### src/include/gst_pkg.sv
// Shared constants and types for the gated sweep trigger control block.
// Assumes a 250 MHz reference clock and a 125 ns internal time base.
package gst_pkg;
    // Reference clock period in picoseconds.
    localparam int unsigned CLK_PERIOD_PS = 4000;
    // Internal time base period in nanoseconds.
    localparam int unsigned TICK_NS = 125;
    // Clock cycles per time base tick, rounded down but never below one.
    localparam int unsigned TICK_CYCLES = ((TICK_NS * 1000) / CLK_PERIOD_PS) < 1 ? 1 :
        ((TICK_NS * 1000) / CLK_PERIOD_PS);
    // Longest programmable delay or length, in seconds.
    localparam int unsigned MAX_TIME_S = 100;
    // Longest delay or length expressed in ticks (100 s / 125 ns).
    localparam longint unsigned MAX_TICKS = (64'(MAX_TIME_S) * 64'd1000000000) / 64'(TICK_NS);
    // Tick counter width: enough for the 100 s maximum.
    localparam int unsigned TIME_W = 30;
    // Shortest programmable delay or length, in ticks.
    localparam logic [TIME_W-1:0] MIN_TICKS = 30'h0000001;
    // Largest tick count as a sized value.
    localparam logic [TIME_W-1:0] MAX_TICKS_W = 30'(MAX_TICKS);
    // Trigger offset width: sign plus magnitude range.
    localparam int unsigned OFS_W = 31;
    // Reset values of the settings.
    localparam logic POL_RESET = 1'b0;
    localparam logic COMP_RESET = 1'b0;
    localparam logic [OFS_W-1:0] OFS_RESET = 31'h00000000;
    localparam logic [TIME_W-1:0] DELAY_RESET = 30'h0000001;
    localparam logic [TIME_W-1:0] LENGTH_RESET = 30'h0000001;

    // Trigger sources.
    typedef enum logic [1:0]
    {
        GST_SRC_FREE  = 2'b00,
        GST_SRC_VIDEO = 2'b01,
        GST_SRC_EXT   = 2'b10,
        GST_SRC_IFP   = 2'b11
    } gst_src_e;

    // Gate sequencer states.
    typedef enum logic [1:0]
    {
        GST_ST_IDLE  = 2'b00,
        GST_ST_DELAY = 2'b01,
        GST_ST_RUN   = 2'b10
    } gst_state_e;
endpackage

### src/logic/gst_tick_gen.sv
// Time base generator: one-cycle pulse every DIVIDE reference cycles, 31 by default (124 ns).
// Assumes the reference clock of the package and a synchronous active-low reset.
`timescale 1ns/1ps
module gst_tick_gen
    import gst_pkg::*;
#(
    parameter int unsigned DIVIDE = TICK_CYCLES
)
(
    // Clock and reset.
    input wire logic i_ref_clk,
    input wire logic i_rst_n,
    // Tick pulse.
    output logic o_tick
);
    // Cycle counter within one tick period.
    logic [7:0] count;

    // Count reference cycles and pulse on wrap.
    always_ff @(posedge i_ref_clk)
    begin
        if (!i_rst_n)
        begin
            count <= 8'h00;
            o_tick <= 1'b0;
        end
        else if (count == 8'(DIVIDE - 1))
        begin
            count <= 8'h00;
            o_tick <= 1'b1;
        end
        else
        begin
            count <= count + 8'h01;
            o_tick <= 1'b0;
        end
    end
endmodule

### src/logic/gst_sync.sv
// Two-flop synchroniser for a single asynchronous level.
// Assumes the input comes from outside the reference clock domain.
`timescale 1ns/1ps
module gst_sync
(
    // Clock and reset.
    input wire logic i_ref_clk,
    input wire logic i_rst_n,
    // Asynchronous level in, synchronised level out.
    input wire logic i_async,
    output logic o_sync
);
    // First stage; read only by the second stage.
    logic meta;

    // Two flip-flops in series; the first one is never read elsewhere.
    always_ff @(posedge i_ref_clk)
    begin
        if (!i_rst_n)
        begin
            meta <= 1'b0;
            o_sync <= 1'b0;
        end
        else
        begin
            meta <= i_async;
            o_sync <= meta;
        end
    end
endmodule

### src/logic/gst_gate_ctrl.sv
// Gated sweep and trigger control: decides when the sweep starts, pauses and resumes.
// Assumes settings come from the instrument controller on the same clock and that
// the rear control input and the IF power detector output are asynchronous levels.
//
// Overview of operation
// RULE_01 - Sweep starts on selected trigger edge.
// RULE_02 - Polarity applies except free run; gates too.
// RULE_03 - Polarity defaults to rising edge.
// RULE_04 - Gate paces sweep from external or IF power.
// RULE_05 - Edge gating uses gate length; level follows signal.
// RULE_06 - Gating forces IF power source if needed.
// RULE_07 - Indicator asserted while gating enabled.
// RULE_08 - Gate configuration forces zero span, restores span.
// RULE_09 - Gate length ignored and locked in level mode.
// RULE_10 - Level gating halts low, resumes after delay.
// RULE_11 - Edge gating: delay, then sweep gate length.
// RULE_12 - Gate polarity change sets trigger polarity.
// RULE_13 - Gate delay programmable 125 ns to 100 s; the code clamps to 1 to 800000000 ticks of 124 ns, 124 ns to 99.2 s.
// RULE_14 - Gate delay change updates trigger offset.
// RULE_15 - Gate length programmable 125 ns to 100 s; the code clamps to 1 to 800000000 ticks of 124 ns, 124 ns to 99.2 s.
// RULE_16 - Sweep time in gate configuration is temporary.
// RULE_17 - Group delay compensation enable, default off.
// RULE_18 - Gating works in zero span and sweeps.
// RULE_19 - Trigger offset in 125 ns steps, default zero; the code steps the offset in 124 ns ticks.
// RULE_20 - Delay and length counted in 125 ns ticks; the code's tick is 31 reference cycles, 124 ns.
`timescale 1ns/1ps
module gst_gate_ctrl
    import gst_pkg::*;
(
    // Clock and reset.
    input wire logic i_ref_clk,
    input wire logic i_rst_n,
    // Asynchronous signal inputs.
    input wire logic i_rear_control_input,
    input wire logic i_ifp_detect,
    // Video trigger event from the same clock domain.
    input wire logic i_video_trig,
    // Trigger source selection and write strobe.
    input wire gst_pkg::gst_src_e i_src,
    input wire logic i_src_we,
    // Trigger polarity write: 1 selects falling edge.
    input wire logic i_trig_pol_neg,
    input wire logic i_trig_pol_we,
    // Gate polarity write: 1 selects negative.
    input wire logic i_gate_pol_neg,
    input wire logic i_gate_pol_we,
    // Gating enable and mode: mode 1 selects edge gating.
    input wire logic i_gate_en,
    input wire logic i_gate_edge_mode,
    // Gate delay and gate length in 124 ns ticks with write strobes.
    input wire logic [gst_pkg::TIME_W-1:0] i_gate_delay,
    input wire logic i_gate_delay_we,
    input wire logic [gst_pkg::TIME_W-1:0] i_gate_length,
    input wire logic i_gate_length_we,
    // Trigger offset in signed 124 ns ticks with write strobe.
    input wire logic [gst_pkg::OFS_W-1:0] i_trig_offset,
    input wire logic i_trig_offset_we,
    // Gate configuration menu entry and exit, frequency span state.
    input wire logic i_gate_cfg_enter,
    input wire logic i_gate_cfg_exit,
    input wire logic i_span_is_freq,
    // Sweep time setting and write strobe.
    input wire logic [31:0] i_sweep_duration_setting,
    input wire logic i_sweep_duration_we,
    // Group delay compensation enable and write strobe.
    input wire logic i_delay_comp,
    input wire logic i_delay_comp_we,
    // Sweep run request from the sweep engine.
    input wire logic i_sweep_armed,
    // Sweep control outputs.
    output logic o_sweep_start,
    output logic o_sweep_run,
    // Current settings and indicators.
    output gst_pkg::gst_src_e o_src,
    output logic o_trig_pol_neg,
    output logic o_gating_indicator,
    output logic o_zero_span,
    output logic o_restore_freq_span,
    output logic [31:0] o_sweep_duration,
    output logic [gst_pkg::TIME_W-1:0] o_holdoff_marker_line,
    output logic [gst_pkg::TIME_W-1:0] o_duration_marker_line,
    output logic [gst_pkg::OFS_W-1:0] o_trig_offset,
    output logic o_delay_comp
);
    // Synchronised gate/trigger levels.
    logic ext_sync;
    logic ifp_sync;
    // Time base pulse, one every 31 reference cycles (124 ns).
    logic tick;
    // Selected input after polarity, and its previous value.
    logic gate_level;
    logic gate_prev;
    // Gate sequencer state and tick counter.
    gst_state_e state;
    logic [TIME_W-1:0] count;
    // Gate configuration menu state and saved settings.
    logic in_cfg;
    logic saved_freq;
    logic [31:0] saved_sweep;
    // Trigger offset delay counter for non-gated triggering.
    logic trig_wait;
    logic [OFS_W-1:0] trig_count;

    // Clamp a tick count into the legal 1 to 800000000 tick range (124 ns to 99.2 s).
    function automatic logic [TIME_W-1:0] clamp_ticks(input logic [TIME_W-1:0] value);
        if (value < MIN_TICKS)
            return MIN_TICKS;
        if (value > MAX_TICKS_W)
            return MAX_TICKS_W;
        return value;
    endfunction

    // Rear control line synchroniser.
    gst_sync u_sync_ext
    (
        .i_ref_clk(i_ref_clk),
        .i_rst_n(i_rst_n),
        .i_async(i_rear_control_input),
        .o_sync(ext_sync)
    );

    // IF power detector synchroniser.
    gst_sync u_sync_ifp
    (
        .i_ref_clk(i_ref_clk),
        .i_rst_n(i_rst_n),
        .i_async(i_ifp_detect),
        .o_sync(ifp_sync)
    );

    // Time base that both counters run on.
    gst_tick_gen u_tick
    (
        .i_ref_clk(i_ref_clk),
        .i_rst_n(i_rst_n),
        .o_tick(tick)
    );

    // Select the gate/trigger input and apply the one shared polarity.
    always_comb
    begin
        case (o_src)
            GST_SRC_EXT: gate_level = ext_sync ^ o_trig_pol_neg; // RULE_04
            GST_SRC_IFP: gate_level = ifp_sync ^ o_trig_pol_neg; // RULE_02
            GST_SRC_VIDEO: gate_level = i_video_trig ^ o_trig_pol_neg;
            default: gate_level = 1'b0;
        endcase
    end

    // Trigger source; enabling gating from an unsuitable source forces IF power.
    always_ff @(posedge i_ref_clk)
    begin
        if (!i_rst_n)
            o_src <= GST_SRC_FREE;
        else if (i_gate_en && (o_src != GST_SRC_EXT) && (o_src != GST_SRC_IFP))
            o_src <= GST_SRC_IFP; // RULE_06
        // Gating keeps the source on external or IF power.
        else if (i_src_we && !(i_gate_en && (i_src != GST_SRC_EXT) && (i_src != GST_SRC_IFP)))
            o_src <= i_src;
    end

    // One polarity setting serves both trigger edge and gate sense.
    always_ff @(posedge i_ref_clk)
    begin
        if (!i_rst_n)
            o_trig_pol_neg <= POL_RESET; // RULE_03
        else if (i_gate_pol_we)
            o_trig_pol_neg <= i_gate_pol_neg; // RULE_12
        else if (i_trig_pol_we)
            o_trig_pol_neg <= i_trig_pol_neg; // RULE_01
    end

    // Gate delay and trigger offset share one register path.
    always_ff @(posedge i_ref_clk)
    begin
        if (!i_rst_n)
        begin
            o_holdoff_marker_line <= DELAY_RESET;
            o_trig_offset <= OFS_RESET; // RULE_19
        end
        else if (i_gate_delay_we)
        begin
            o_holdoff_marker_line <= clamp_ticks(i_gate_delay); // RULE_13
            // The shared input makes the delay also the trigger offset.
            o_trig_offset <= {1'b0, clamp_ticks(i_gate_delay)}; // RULE_14
        end
        else if (i_trig_offset_we)
            o_trig_offset <= i_trig_offset; // RULE_19
    end

    // Gate length; locked while level gating is selected.
    always_ff @(posedge i_ref_clk)
    begin
        if (!i_rst_n)
            o_duration_marker_line <= LENGTH_RESET;
        else if (i_gate_length_we && i_gate_edge_mode) // RULE_09
            o_duration_marker_line <= clamp_ticks(i_gate_length); // RULE_15
    end

    // Group delay compensation enable.
    always_ff @(posedge i_ref_clk)
    begin
        if (!i_rst_n)
            o_delay_comp <= COMP_RESET; // RULE_17
        else if (i_delay_comp_we)
            o_delay_comp <= i_delay_comp;
    end

    // Gate configuration: zero span on entry, restore span and sweep time on exit.
    always_ff @(posedge i_ref_clk)
    begin
        if (!i_rst_n)
        begin
            in_cfg <= 1'b0;
            saved_freq <= 1'b0;
            saved_sweep <= 32'h00000000;
            o_zero_span <= 1'b0;
            o_restore_freq_span <= 1'b0;
            o_sweep_duration <= 32'h00000000;
        end
        else
        begin
            o_restore_freq_span <= 1'b0;
            if (i_gate_cfg_enter && !in_cfg)
            begin
                in_cfg <= 1'b1;
                saved_freq <= i_span_is_freq;
                saved_sweep <= o_sweep_duration; // RULE_16
                o_zero_span <= 1'b1; // RULE_08
            end
            else if (i_gate_cfg_exit && in_cfg)
            begin
                in_cfg <= 1'b0;
                o_zero_span <= 1'b0;
                o_restore_freq_span <= saved_freq; // RULE_08
                o_sweep_duration <= saved_sweep; // RULE_16
            end
            else if (i_sweep_duration_we)
                o_sweep_duration <= i_sweep_duration_setting;
        end
    end

    // Gate sequencer: pause, wait the delay, then run by level or for the length.
    always_ff @(posedge i_ref_clk)
    begin
        if (!i_rst_n)
        begin
            state <= GST_ST_IDLE;
            count <= '0;
            gate_prev <= 1'b0;
        end
        else
        begin
            gate_prev <= gate_level;
            if (!i_gate_en)
            begin
                state <= GST_ST_IDLE;
                count <= '0;
            end
            else
            begin
                case (state)
                    GST_ST_IDLE:
                    begin
                        // Level mode reacts to the active level, edge mode to its leading edge.
                        if (i_gate_edge_mode ? (gate_level && !gate_prev) : gate_level) // RULE_11
                        begin
                            state <= GST_ST_DELAY;
                            count <= '0;
                        end
                    end
                    GST_ST_DELAY:
                    begin
                        if (!i_gate_edge_mode && !gate_level)
                            state <= GST_ST_IDLE; // RULE_10
                        else if (tick && (count + 30'h0000001 >= o_holdoff_marker_line)) // RULE_20
                        begin
                            state <= GST_ST_RUN;
                            count <= '0;
                        end
                        else if (tick)
                            count <= count + 30'h0000001;
                    end
                    GST_ST_RUN:
                    begin
                        // Level mode follows the applied gate; edge mode counts the length.
                        if (!i_gate_edge_mode)
                            state <= gate_level ? GST_ST_RUN : GST_ST_IDLE; // RULE_05
                        else if (tick && (count + 30'h0000001 >= o_duration_marker_line)) // RULE_05
                        begin
                            state <= GST_ST_IDLE;
                            count <= '0;
                        end
                        else if (tick)
                            count <= count + 30'h0000001;
                    end
                    default:
                        state <= GST_ST_IDLE;
                endcase
            end
        end
    end

    // Non-gated trigger: wait the positive offset after the edge, then start.
    always_ff @(posedge i_ref_clk)
    begin
        if (!i_rst_n)
        begin
            trig_wait <= 1'b0;
            trig_count <= '0;
            o_sweep_start <= 1'b0;
        end
        else
        begin
            o_sweep_start <= 1'b0;
            if (i_gate_en || !i_sweep_armed)
                trig_wait <= 1'b0;
            // Free run ignores polarity and starts immediately.
            else if (o_src == GST_SRC_FREE)
                o_sweep_start <= 1'b1; // RULE_02
            else if (!trig_wait && gate_level && !gate_prev) // RULE_01
            begin
                // Negative offsets act as zero here; pretrigger is handled by capture memory.
                if (o_trig_offset[OFS_W-1] || o_trig_offset == '0)
                    o_sweep_start <= 1'b1;
                else
                begin
                    trig_wait <= 1'b1;
                    trig_count <= '0;
                end
            end
            else if (trig_wait && tick)
            begin
                if (trig_count + 31'h00000001 >= o_trig_offset)
                begin
                    trig_wait <= 1'b0;
                    o_sweep_start <= 1'b1;
                end
                else
                    trig_count <= trig_count + 31'h00000001;
            end
        end
    end

    // Sweep run enable and gating indicator, registered.
    always_ff @(posedge i_ref_clk)
    begin
        if (!i_rst_n)
        begin
            o_sweep_run <= 1'b0;
            o_gating_indicator <= 1'b0;
        end
        else
        begin
            // Gating applies regardless of span.
            o_sweep_run <= i_gate_en ? (state == GST_ST_RUN) : i_sweep_armed; // RULE_18
            o_gating_indicator <= i_gate_en; // RULE_07
        end
    end
endmodule

### config.mk
export PLATFORM = sky130hd
export DESIGN_NAME = gst_gate_ctrl
export DESIGN_NICKNAME = d
export VERILOG_FILES = /design/src/include/gst_pkg.sv /design/src/logic/gst_tick_gen.sv /design/src/logic/gst_sync.sv /design/src/logic/gst_gate_ctrl.sv
export SDC_FILE = /design/constraint.sdc
export NUM_CORES = 1
export LEC_CHECK = 0
export BUFFER_PORTS_ARGS = -buffer_cell sky130_fd_sc_hd__buf_2
export CAP_MARGIN = 30
export CORE_MARGIN = 1
export CORE_UTILIZATION = 56
export CTS_CLUSTER_SIZE = 14
export DETAILED_ROUTE_END_ITERATION = 6
export GPL_ROUTABILITY_DRIVEN = 0
export PLACE_DENSITY = 0.9
export SYNTH_ARGS = -nofsm -noshare
export SYNTH_HDL_FRONTEND = slang
export SYNTH_SLANG_ARGS = --single-unit
### constraint.sdc
create_clock -name i_ref_clk -period 5.48 [get_ports i_ref_clk]
set_input_delay 0.274 -clock i_ref_clk [delete_from_list [all_inputs] [get_ports i_ref_clk]]
set_output_delay 0.274 -clock i_ref_clk [all_outputs]
set_load 0.005 [all_outputs]
== Word level (Yosys, flattened, before mapping) ==
Cells that the tools add are included.

* $add $sub $neg: 3
* Magnitude comparators: 7
* Equal/unequal tests: 17
* Muxes and demuxes: 63
* Bitwise logic cells: 8
* Reduce and logical (&&, ||, !) cells: 45

{| class="wikitable"
|+ Operators by type and width
! cell !! number
|-
| $mux 30 || 16
|-
| $mux 31 || 4
|-
| $pmux 30 s3 || 1
|-
| $mux 32 || 2
|-
| $ge 30x30->1 || 2
|-
| $gt 30x30->1 const B || 2
|-
| $lt 30x1->1 const B || 2
|-
| $add 31x1->31 const B || 1
|-
| $ge 31x31->1 || 1
|-
| $logic_not 31->1 || 1
|-
| $add 30x1->30 const B || 1
|-
| $mux 1 || 30
|-
| $ne 2x2->1 const B || 9
|-
| $mux 2 || 8
|-
| $logic_and 1x1->1 || 15
|-
| $reduce_bool 2->1 || 7
|-
| $add 8x1->8 const B || 1
|-
| $eq 8x5->1 const B || 1
|-
| $reduce_and 4->1 || 2
|-
| $logic_not 1->1 || 7
|-
| $eq 2x2->1 const B || 3
|-
| $ne 3x3->1 const B || 2
|-
| $pmux 2 s3 || 1
|-
| $reduce_or 2->1 || 3
|-
| 11 further kinds || 21
|}

* Register bits: 243
* Output and inout port bits: 132
* Word-level logic and storage cells: 169

== Logic depth before layout (Yosys ltp) ==
Gate-level depths: netlist of run 1.

* Word-level depth: 10
* Gate-level depth with buffers: 18
* Gate-level depth less buffers: 16

== Cells and area by module ==
Synthesis of run 1 repeated with hierarchy kept, for this count alone.

* Cell total of the unflattened synthesis: 1667
* Area, all modules: 13372.8 um^2

{| class="wikitable"
|+ By module, submodules not included
! module !! times used !! cells an instance !! area each (um^2)
|-
| gst_gate_ctrl || 1 || 1618 || 12883.6
|-
| gst_tick_gen || 1 || 41 || 384.1
|-
| gst_sync || 2 || 4 || 52.6
|}

== Least setup slack after synthesis of run 1 ==
Ideal clock, no wire load.

* Path kind: register to register
* From: reg count[0]
* To: reg count[15]
* Data arrival time: 3834 ps
* Slack: 1577 ps
* Cell stages (with the launch flop): 17
* Clock period less this slack: 3903 ps
* Cells stage by stage: dfxtp_1 > ha_1 > nand4_1 > nor4_2 > nand4_1 > nor3_1 > and3_1 > xnor2_1 > ha_1 > a21oi_1 > a21boi_0 > a311oi_1 > o2111ai_1 > a21oi_1 > o2111ai_1 > or3_1 > o21ai_1

* Cells in the longest elaborated chain, start to end: 6

{| class="wikitable"
|+ RTL lines
! what !! RTL line !! RTL
|-
| from (decl) || gst_gate_ctrl.sv:95 || <nowiki>logic [TIME_W-1:0] count;</nowiki>
|-
| from (signal assigned) || gst_gate_ctrl.sv:282 || <nowiki>count <= count + 30'h0000001;</nowiki>
|-
| from (signal assigned) || gst_gate_ctrl.sv:295 || <nowiki>count <= count + 30'h0000001;</nowiki>
|-
| $add 30x1->30 (*) || n/a ||
|-
| $ge 30x30->1 (on tied branches) || gst_gate_ctrl.sv:289, gst_gate_ctrl.sv:276 ||
|-
| $logic_and 1x1->1 (on tied branches) || gst_gate_ctrl.sv:289, gst_gate_ctrl.sv:276 ||
|-
| $mux 30 (on tied branches) || gst_gate_ctrl.sv:289, gst_gate_ctrl.sv:276 ||
|-
| $mux 30 (on tied branches) || gst_gate_ctrl.sv:287, gst_gate_ctrl.sv:274 ||
|-
| $pmux 30 s3 (*) || gst_gate_ctrl.sv:262 || <nowiki>case (state)</nowiki>
|}

Mark *: on every way between the ends. The rest lies on a longest branch, timed or not. The select of a mux whose other input is x is not followed.
A chain may end at the register's enable or synchronous reset.

== Final worst setup path of run 1 ==
Same ends and word-level chain as after synthesis.

==> results of run 1 <==
-- worst paths after layout --
check / to / cells past startpoint / startpoint
worst max-delay path: count[15] / 16 / count[0]
worst min-delay path: o_sweep_duration[6] / 3 / i_sweep_duration_setting[6]
worst max register to register: count[15] / 16 / count[0]
worst min register to register: u_sync_ext.o_sync / 1 / u_sync_ext.meta
-- sequential cells by signal, summed over array words and instances (netlist names), 8 cells and up --
register                flops
count                      30
o_duration_marker_line     30
o_holdoff_marker_line      30
o_sweep_duration           32
o_trig_offset              31
saved_sweep                32
trig_count                 31
u_tick.count                8
-- layout make-up --
cell class,instances,share of cell area [%]
clock buffer,36,4.83
sequential,243,30.4
antenna,2,0.0313
inverter,139,3.28
multi-input combinational,1176,46.5
clock inverter,14,1.38
timing repair buffer,318,11.0
tap,313,2.45
-- report_power, final --
group	switching [µW]	internal (µW)	total, µW	leakage, µW
Clock	753	1270	2020	0.000494
Combinational	341	232	572	0.00480
Sequential	77.3	1850	1930	0.00199
-- metal layers --
layer,up-vias,GRT usage [%]
li1,6266,-
met1,6225,38.3
met2,754,56.5
met3,140,7.44
met4,10,15.4
met5,-,0
-- cells by family (layout without fill, tap and decap cells) --
kind of cell / after synthesis / in the layout / synth area share (%)
AND/OR/NAND/NOR: 601 / 601 / 22.1
AO/OA/AOI/OAI: 390 / 390 / 19.1
flip-flops: 243 / 243 / 36.9
buffers and inverters: 228 / 507 / 6.69
adder cells (fa/ha/maj): 99 / 99 / 9.40
XOR/XNOR: 77 / 77 / 5.12
multiplexers: 9 / 9 / 0.693
other: 0 / 2 / 0
-- stage by stage --
stage / setup slack [ns] / instance area (µm²) / instances
after floorplan: 1.58 / 13200 / 1647
after global placement: 0.913 / 14700 / 2159
after detailed placement: 0.640 / 14700 / 2161
after CTS: 0.645 / 16000 / 2239
after global routing: 0.120 / 16000 / 2239
final: 0.538 / 16000 / 2241
-- cell usage in the layout, fill, tap and decap left out, types with 49 or more instances in the layout --
cell and instances:
dfxtp_1 243, nand2b_1 53, o21ai_0 73, a21oi_1 141
nand2_1 182, a21o_1 49, nor2_1 130, nand3_1 70
buf_2 278, ha_1 99, inv_1 138
-- worst reg2reg max path, delay by kind of cell (launching register included) --
kind | cells | cell delay (ns)
and+or+nand+nor | 6 | 1.97
AOI/OAI and AO/OA | 7 | 1.69
adders and majority gates | 2 | 0.59
xor gates and xnor gates | 1 | 0.21
DFF | 1 | 0.43
==> impl_metrics.env, run 1 <==
export IMPL_synthTopCellsByCount="243 x dfxtp_1, 183 x nand2_1, 141 x a21oi_1"
export IMPL_clkSinkCount=243
export IMPL_io_pins=279
export IMPL_multi_input_area_um2=7440
export IMPL_cts_repair_resized=0
export IMPL_yosysMostFrequentCell="dfxtp_1"
export IMPL_drt_pass1_iter_count=7
export IMPL_async_reset_ff_share_pct=0
export IMPL_grt_max_degree=84
export IMPL_power_density_nw_per_um2=283
export IMPL_critical_path_slowest_cell="nor4_2"
export IMPL_met1_length_mm=15.6
export IMPL_setup_viol=0
export IMPL_critPathCaptureType="register"
export IMPL_dieArea_um2=24100
export IMPL_antenna_found_initial=6
export IMPL_drtIter0Drc=1292
export IMPL_clk_root_buffer_cell="clkbuf_16"
export IMPL_critPathLaunchType="register"
export IMPL_synth_area_leaders="dfxtp_1 37%, ha_1 9.4%, a21oi_1 5.4%, nand2_1 5.2%, inv_1 3.9%"
export IMPL_syn_inst=1647
export IMPL_grt_overflow=0
export IMPL_cts_buffer_depth=3
export IMPL_die_y_um=155
export IMPL_area_growth_pct=21.3
export IMPL_routed_wl_mm=40.8
export IMPL_slew_headroom_pct=31.7
export IMPL_worstPathArrival_ns=5.41
export IMPL_clock_latency_ns=0.54
export IMPL_outcome="completed"
export IMPL_rrSetupSlack_ns=0.54
export IMPL_drc=0
export IMPL_cts_tree="yes"
export IMPL_synth_edf_count=0
export IMPL_fill_cells=1752
export IMPL_wl_met2_mm=19.4
export IMPL_yosysUniqueCellTypes=62
export IMPL_synth_largest_area_cell="dfxtp_1"
export IMPL_seq_area_frac_synth_pct=36.9
export IMPL_synth_warnings=0
export IMPL_htreeDepth=1
export IMPL_nets=2152
export IMPL_top_layer="met5"
export IMPL_crit_top_cell="o21ai_0"
export IMPL_synth_nets=1893
export IMPL_grt_pass1_vias=12916
export IMPL_clk_pin_slew_ns=0.06
export IMPL_path_buf_inv=0
export IMPL_worst_hold_slack_ns=0.0146
export IMPL_syn_area_per_cell_um2=8.00
export IMPL_wl_per_cell_um=18.2
export IMPL_clock_skew_final_ns=0.0161
export IMPL_met3_length_mm=3.96
export IMPL_holdCritPathClass="input pin to register"
export IMPL_hold_viol=0
export IMPL_hpwl_mm=29.0
export IMPL_p_leak_uw=0.00728
export IMPL_rows=55
export IMPL_cts_buffers=28
export IMPL_layout_drive_gt1_share_pct=18.2
export IMPL_grt_pass1_wl_mm=63.7
export IMPL_cp_top_family="simple AND/OR/NAND/NOR gates"
export IMPL_cp_max_fo=7
export IMPL_drv_slew=0
export IMPL_timing_worst_setup_path_type="register to register"
export IMPL_port_buffers=278
export IMPL_period_share_pct=90.2
export IMPL_ff_latch_area_um2=4860
export IMPL_max_stage_delay_ns=0.46
export IMPL_synth_seq_cells=243
export IMPL_fmax_mhz=202
export IMPL_vias=13395
export IMPL_grt_usage_pct=32.7
export IMPL_drv_cap=0
export IMPL_ant_nets=0
export IMPL_fin_util_pct=70.0
export IMPL_core_um2=22800
export IMPL_start_util_pct=57.7
export IMPL_critPathRequiredTime_ns=5.95
export IMPL_post_cts_buffers=0
export IMPL_die_x_um=155
export IMPL_peakVddDrop_v=0.000210
export IMPL_synth_top_area_share_pct=36.9
export IMPL_worst_pin_slew_ns=1.02
export IMPL_cts_hold_buf=28
export IMPL_power_uw=4520
export IMPL_path_cells="ha_1, nand4_1, nor4_2, nand4_1, nor3_1, and3_1, xnor2_1, ha_1, o21ai_0, o21ai_0, a221oi_1, o21ai_0, a21oi_1, o2111ai_1, or3_1, o21ai_1"
export IMPL_rsz0062_at_grt="no"
export IMPL_setup_tns_ns=0
export IMPL_vias_per_cell=5.98
export IMPL_period_minus_slack_ns=4.94
export IMPL_yosys_most_used_dff="dfxtp_1"
export IMPL_syn_area_um2=13200
No activity file was read; power rests on OpenSTA's default activity.
==> run 2: changes to the inputs <==
--- a/config.mk
+++ b/config.mk
@@ -8,11 +8,12 @@
 export BUFFER_PORTS_ARGS = -buffer_cell sky130_fd_sc_hd__buf_2
 export CAP_MARGIN = 30
 export CORE_MARGIN = 1
-export CORE_UTILIZATION = 56
+export CORE_UTILIZATION = 60
 export CTS_CLUSTER_SIZE = 14
 export DETAILED_ROUTE_END_ITERATION = 6
 export GPL_ROUTABILITY_DRIVEN = 0
-export PLACE_DENSITY = 0.9
+export PLACE_DENSITY = 0.95
+export REMOVE_ABC_BUFFERS = 1
 export SYNTH_ARGS = -nofsm -noshare
 export SYNTH_HDL_FRONTEND = slang
 export SYNTH_SLANG_ARGS = --single-unit
==> constraint.sdc (replaced) <==
create_clock -name i_ref_clk -period 5.8 [get_ports i_ref_clk]
set_input_delay 0.29 -clock i_ref_clk [delete_from_list [all_inputs] [get_ports i_ref_clk]]
set_output_delay 0.29 -clock i_ref_clk [all_outputs]
set_load 0.005 [all_outputs]
==> impl_metrics.env, run 2 (synthesis results as in run 1) <==
export IMPL_period_share_pct=83.6
export IMPL_grt_usage_pct=33.5
export IMPL_setup_tns_ns=0
export IMPL_period_minus_slack_ns=4.85
export IMPL_slew_headroom_pct=32.9
export IMPL_drv_slew=0
export IMPL_drv_cap=0
export IMPL_drt_pass1_iter_count=7
export IMPL_drc=1
export IMPL_die_y_um=150
export IMPL_vias=13237
export IMPL_clockPowerShare_pct=43.6
export IMPL_critPathCaptureType="register"
export IMPL_outcome="finished with violations"
export IMPL_routed_wl_mm=38.8
export IMPL_p_sw_share_pct=25.7
export IMPL_drtIter0Drc=1069
export IMPL_rrSetupSlack_ns=0.95
export IMPL_final_common_cell="buf_2"
export IMPL_grt_pass1_vias=12658
export IMPL_top_regs="o_sweep_duration (32), saved_sweep (32)"
export IMPL_grt_pass1_wl_mm=60.7
export IMPL_crit_start="count[0]"
export IMPL_start_util_pct=61.9
export IMPL_power_frac_comb_pct=12.8
export IMPL_cp_max_fo=7
export IMPL_layout_common_cells="278 x buf_2, 243 x dfxtp_1, 182 x nand2_1, 141 x a21oi_1, 138 x inv_1"
export IMPL_r2r_start="count[0]"
export IMPL_vias_per_cell=6.09
export IMPL_hp_start="i_gate_length[13]"
export IMPL_pwr_share_seq_pct=43.6
export IMPL_grt_max_degree=95
export IMPL_internal_power_uw=3090
export IMPL_critPathRequiredTime_ns=6.27
export IMPL_io_pins=279
export IMPL_grt_overflow=0
export IMPL_p_leak_uw=0.00717
export IMPL_cts_repair_resized=0
export IMPL_hpwl_mm=27.7
export IMPL_clock_latency_ns=0.53
export IMPL_nets=2127
export IMPL_worst_pin_slew_ns=1.01
export IMPL_clk_pin_slew_ns=0.06
export IMPL_num_antenna_cells=0
export IMPL_die_x_um=150
export IMPL_cts_buffers=26
export IMPL_worstPathArrival_ns=5.32
export IMPL_layout_drive_gt1_share_pct=18.4
export IMPL_setup_viol=0
export IMPL_p_switching_uw=1070
export IMPL_port_buffers=278
export IMPL_ant_nets=0
export IMPL_clkSinkCount=243
export IMPL_cts_buffer_depth=3
export IMPL_clock_skew_final_ns=0.0166
export IMPL_hold_viol=0
export IMPL_critPathLaunchType="register"
export IMPL_instances_no_fill=2173
export IMPL_dieArea_um2=22600
export IMPL_rows=53
export IMPL_antenna_found_initial=1
export IMPL_peakVddDrop_v=0.000242
export IMPL_fmax_mhz=206
export IMPL_area_growth_pct=18.9
export IMPL_holdCritPathClass="input pin to register"
export IMPL_timing_worst_setup_path_type="register to register"
export IMPL_wl_per_cell_um=17.9
export IMPL_rsz0062_at_grt="no"
export IMPL_power_density_nw_per_um2=266
export IMPL_htreeDepth=1
export IMPL_core_um2=21300
export IMPL_violations="DRC"
export IMPL_dp_cells=2122
export IMPL_cts_tree="yes"
export IMPL_clk_root_buffer_cell="clkbuf_16"
run 2: changes by cell type in the layout (fill, tap and decap cells not counted), sizes merged:
cell and delta:
buf +1, clkbuf -5, clkinv -1, clkinvlp +1, diode -2, dlygate4sd3 -24
run 2: worst paths after layout:
path | end | cells after the start
worst max-delay path | count[15] | 16
worst max register to register | count[15] | 16
worst min register to register | o_restore_freq_span | 2
worst min-delay path | o_duration_marker_line[13] | 3
run 2: cell type report:
type | instances | area [µm²]
Fill cell | 1463 | 5620
Clock inverter | 14 | 223
Clock buffer | 31 | 711
Timing Repair Buffer | 295 | 1560
Tap cell | 275 | 344
Inverter | 139 | 524
Multi-Input combinational cell | 1176 | 7440
Sequential cell | 243 | 4860
run 2: power groups by stage:
stage	registers (µW)	clock network, µW	logic, µW
floorplan	1840	0	263
global placement	1850	0	487
detailed placement	1850	0	511
CTS	1810	1820	520
global route	1820	1890	585
finish	1810	1820	533
run 2: stage by stage:
step / cell area [µm²] / hold WS, ns / power (µW) / setup slack (ns) / util, %
final: 15700 / 0.0149 / 4160 / 0.951 / 73.6
after detailed placement: 14700 / 0.421 / 2360 / 0.951 / 68.9
after floorplan: 12800 / 0.362 / 2110 / 1.52 / -
after global placement: 14600 / 0.417 / 2330 / 1.30 / 68.7
after global routing: 15700 / 0.0326 / 4290 / 0.651 / 73.6
after CTS: 15600 / 0.00618 / 4160 / 0.936 / 73.5
run 2: worst max-delay path, stage by stage, from the launching register on:
cell       delay [ns]
dfxtp_1          0.43
ha_1             0.26
nand4_1          0.17
nor4_2           0.45
nand4_1          0.28
nor3_1           0.45
and3_1           0.28
xor2_1           0.26
ha_1             0.31
a21oi_1          0.16
nand2_1          0.06
a21oi_1          0.16
o2111ai_1        0.14
a21oi_1          0.50
o2111ai_1        0.38
or3_1            0.41
o21ai_1          0.07
run 2: metal layers:
layer  GRT usage, %  up-vias  share of wire (%)
met5              0        -                  0
met4           19.7        0                5.8
met3           7.21      170                9.2
met2           57.0      690                 48
met1           38.6     6162                 37
li1               -     6215                  -
run 2: what timing repair did:
action / 4_1_cts / 5_1_grt
setup buffers: 0 / 0
setup endpoints to repair: 0 / 0
endpoints found under the hold margin: 4 / 0
hold buffers: 4 / 0
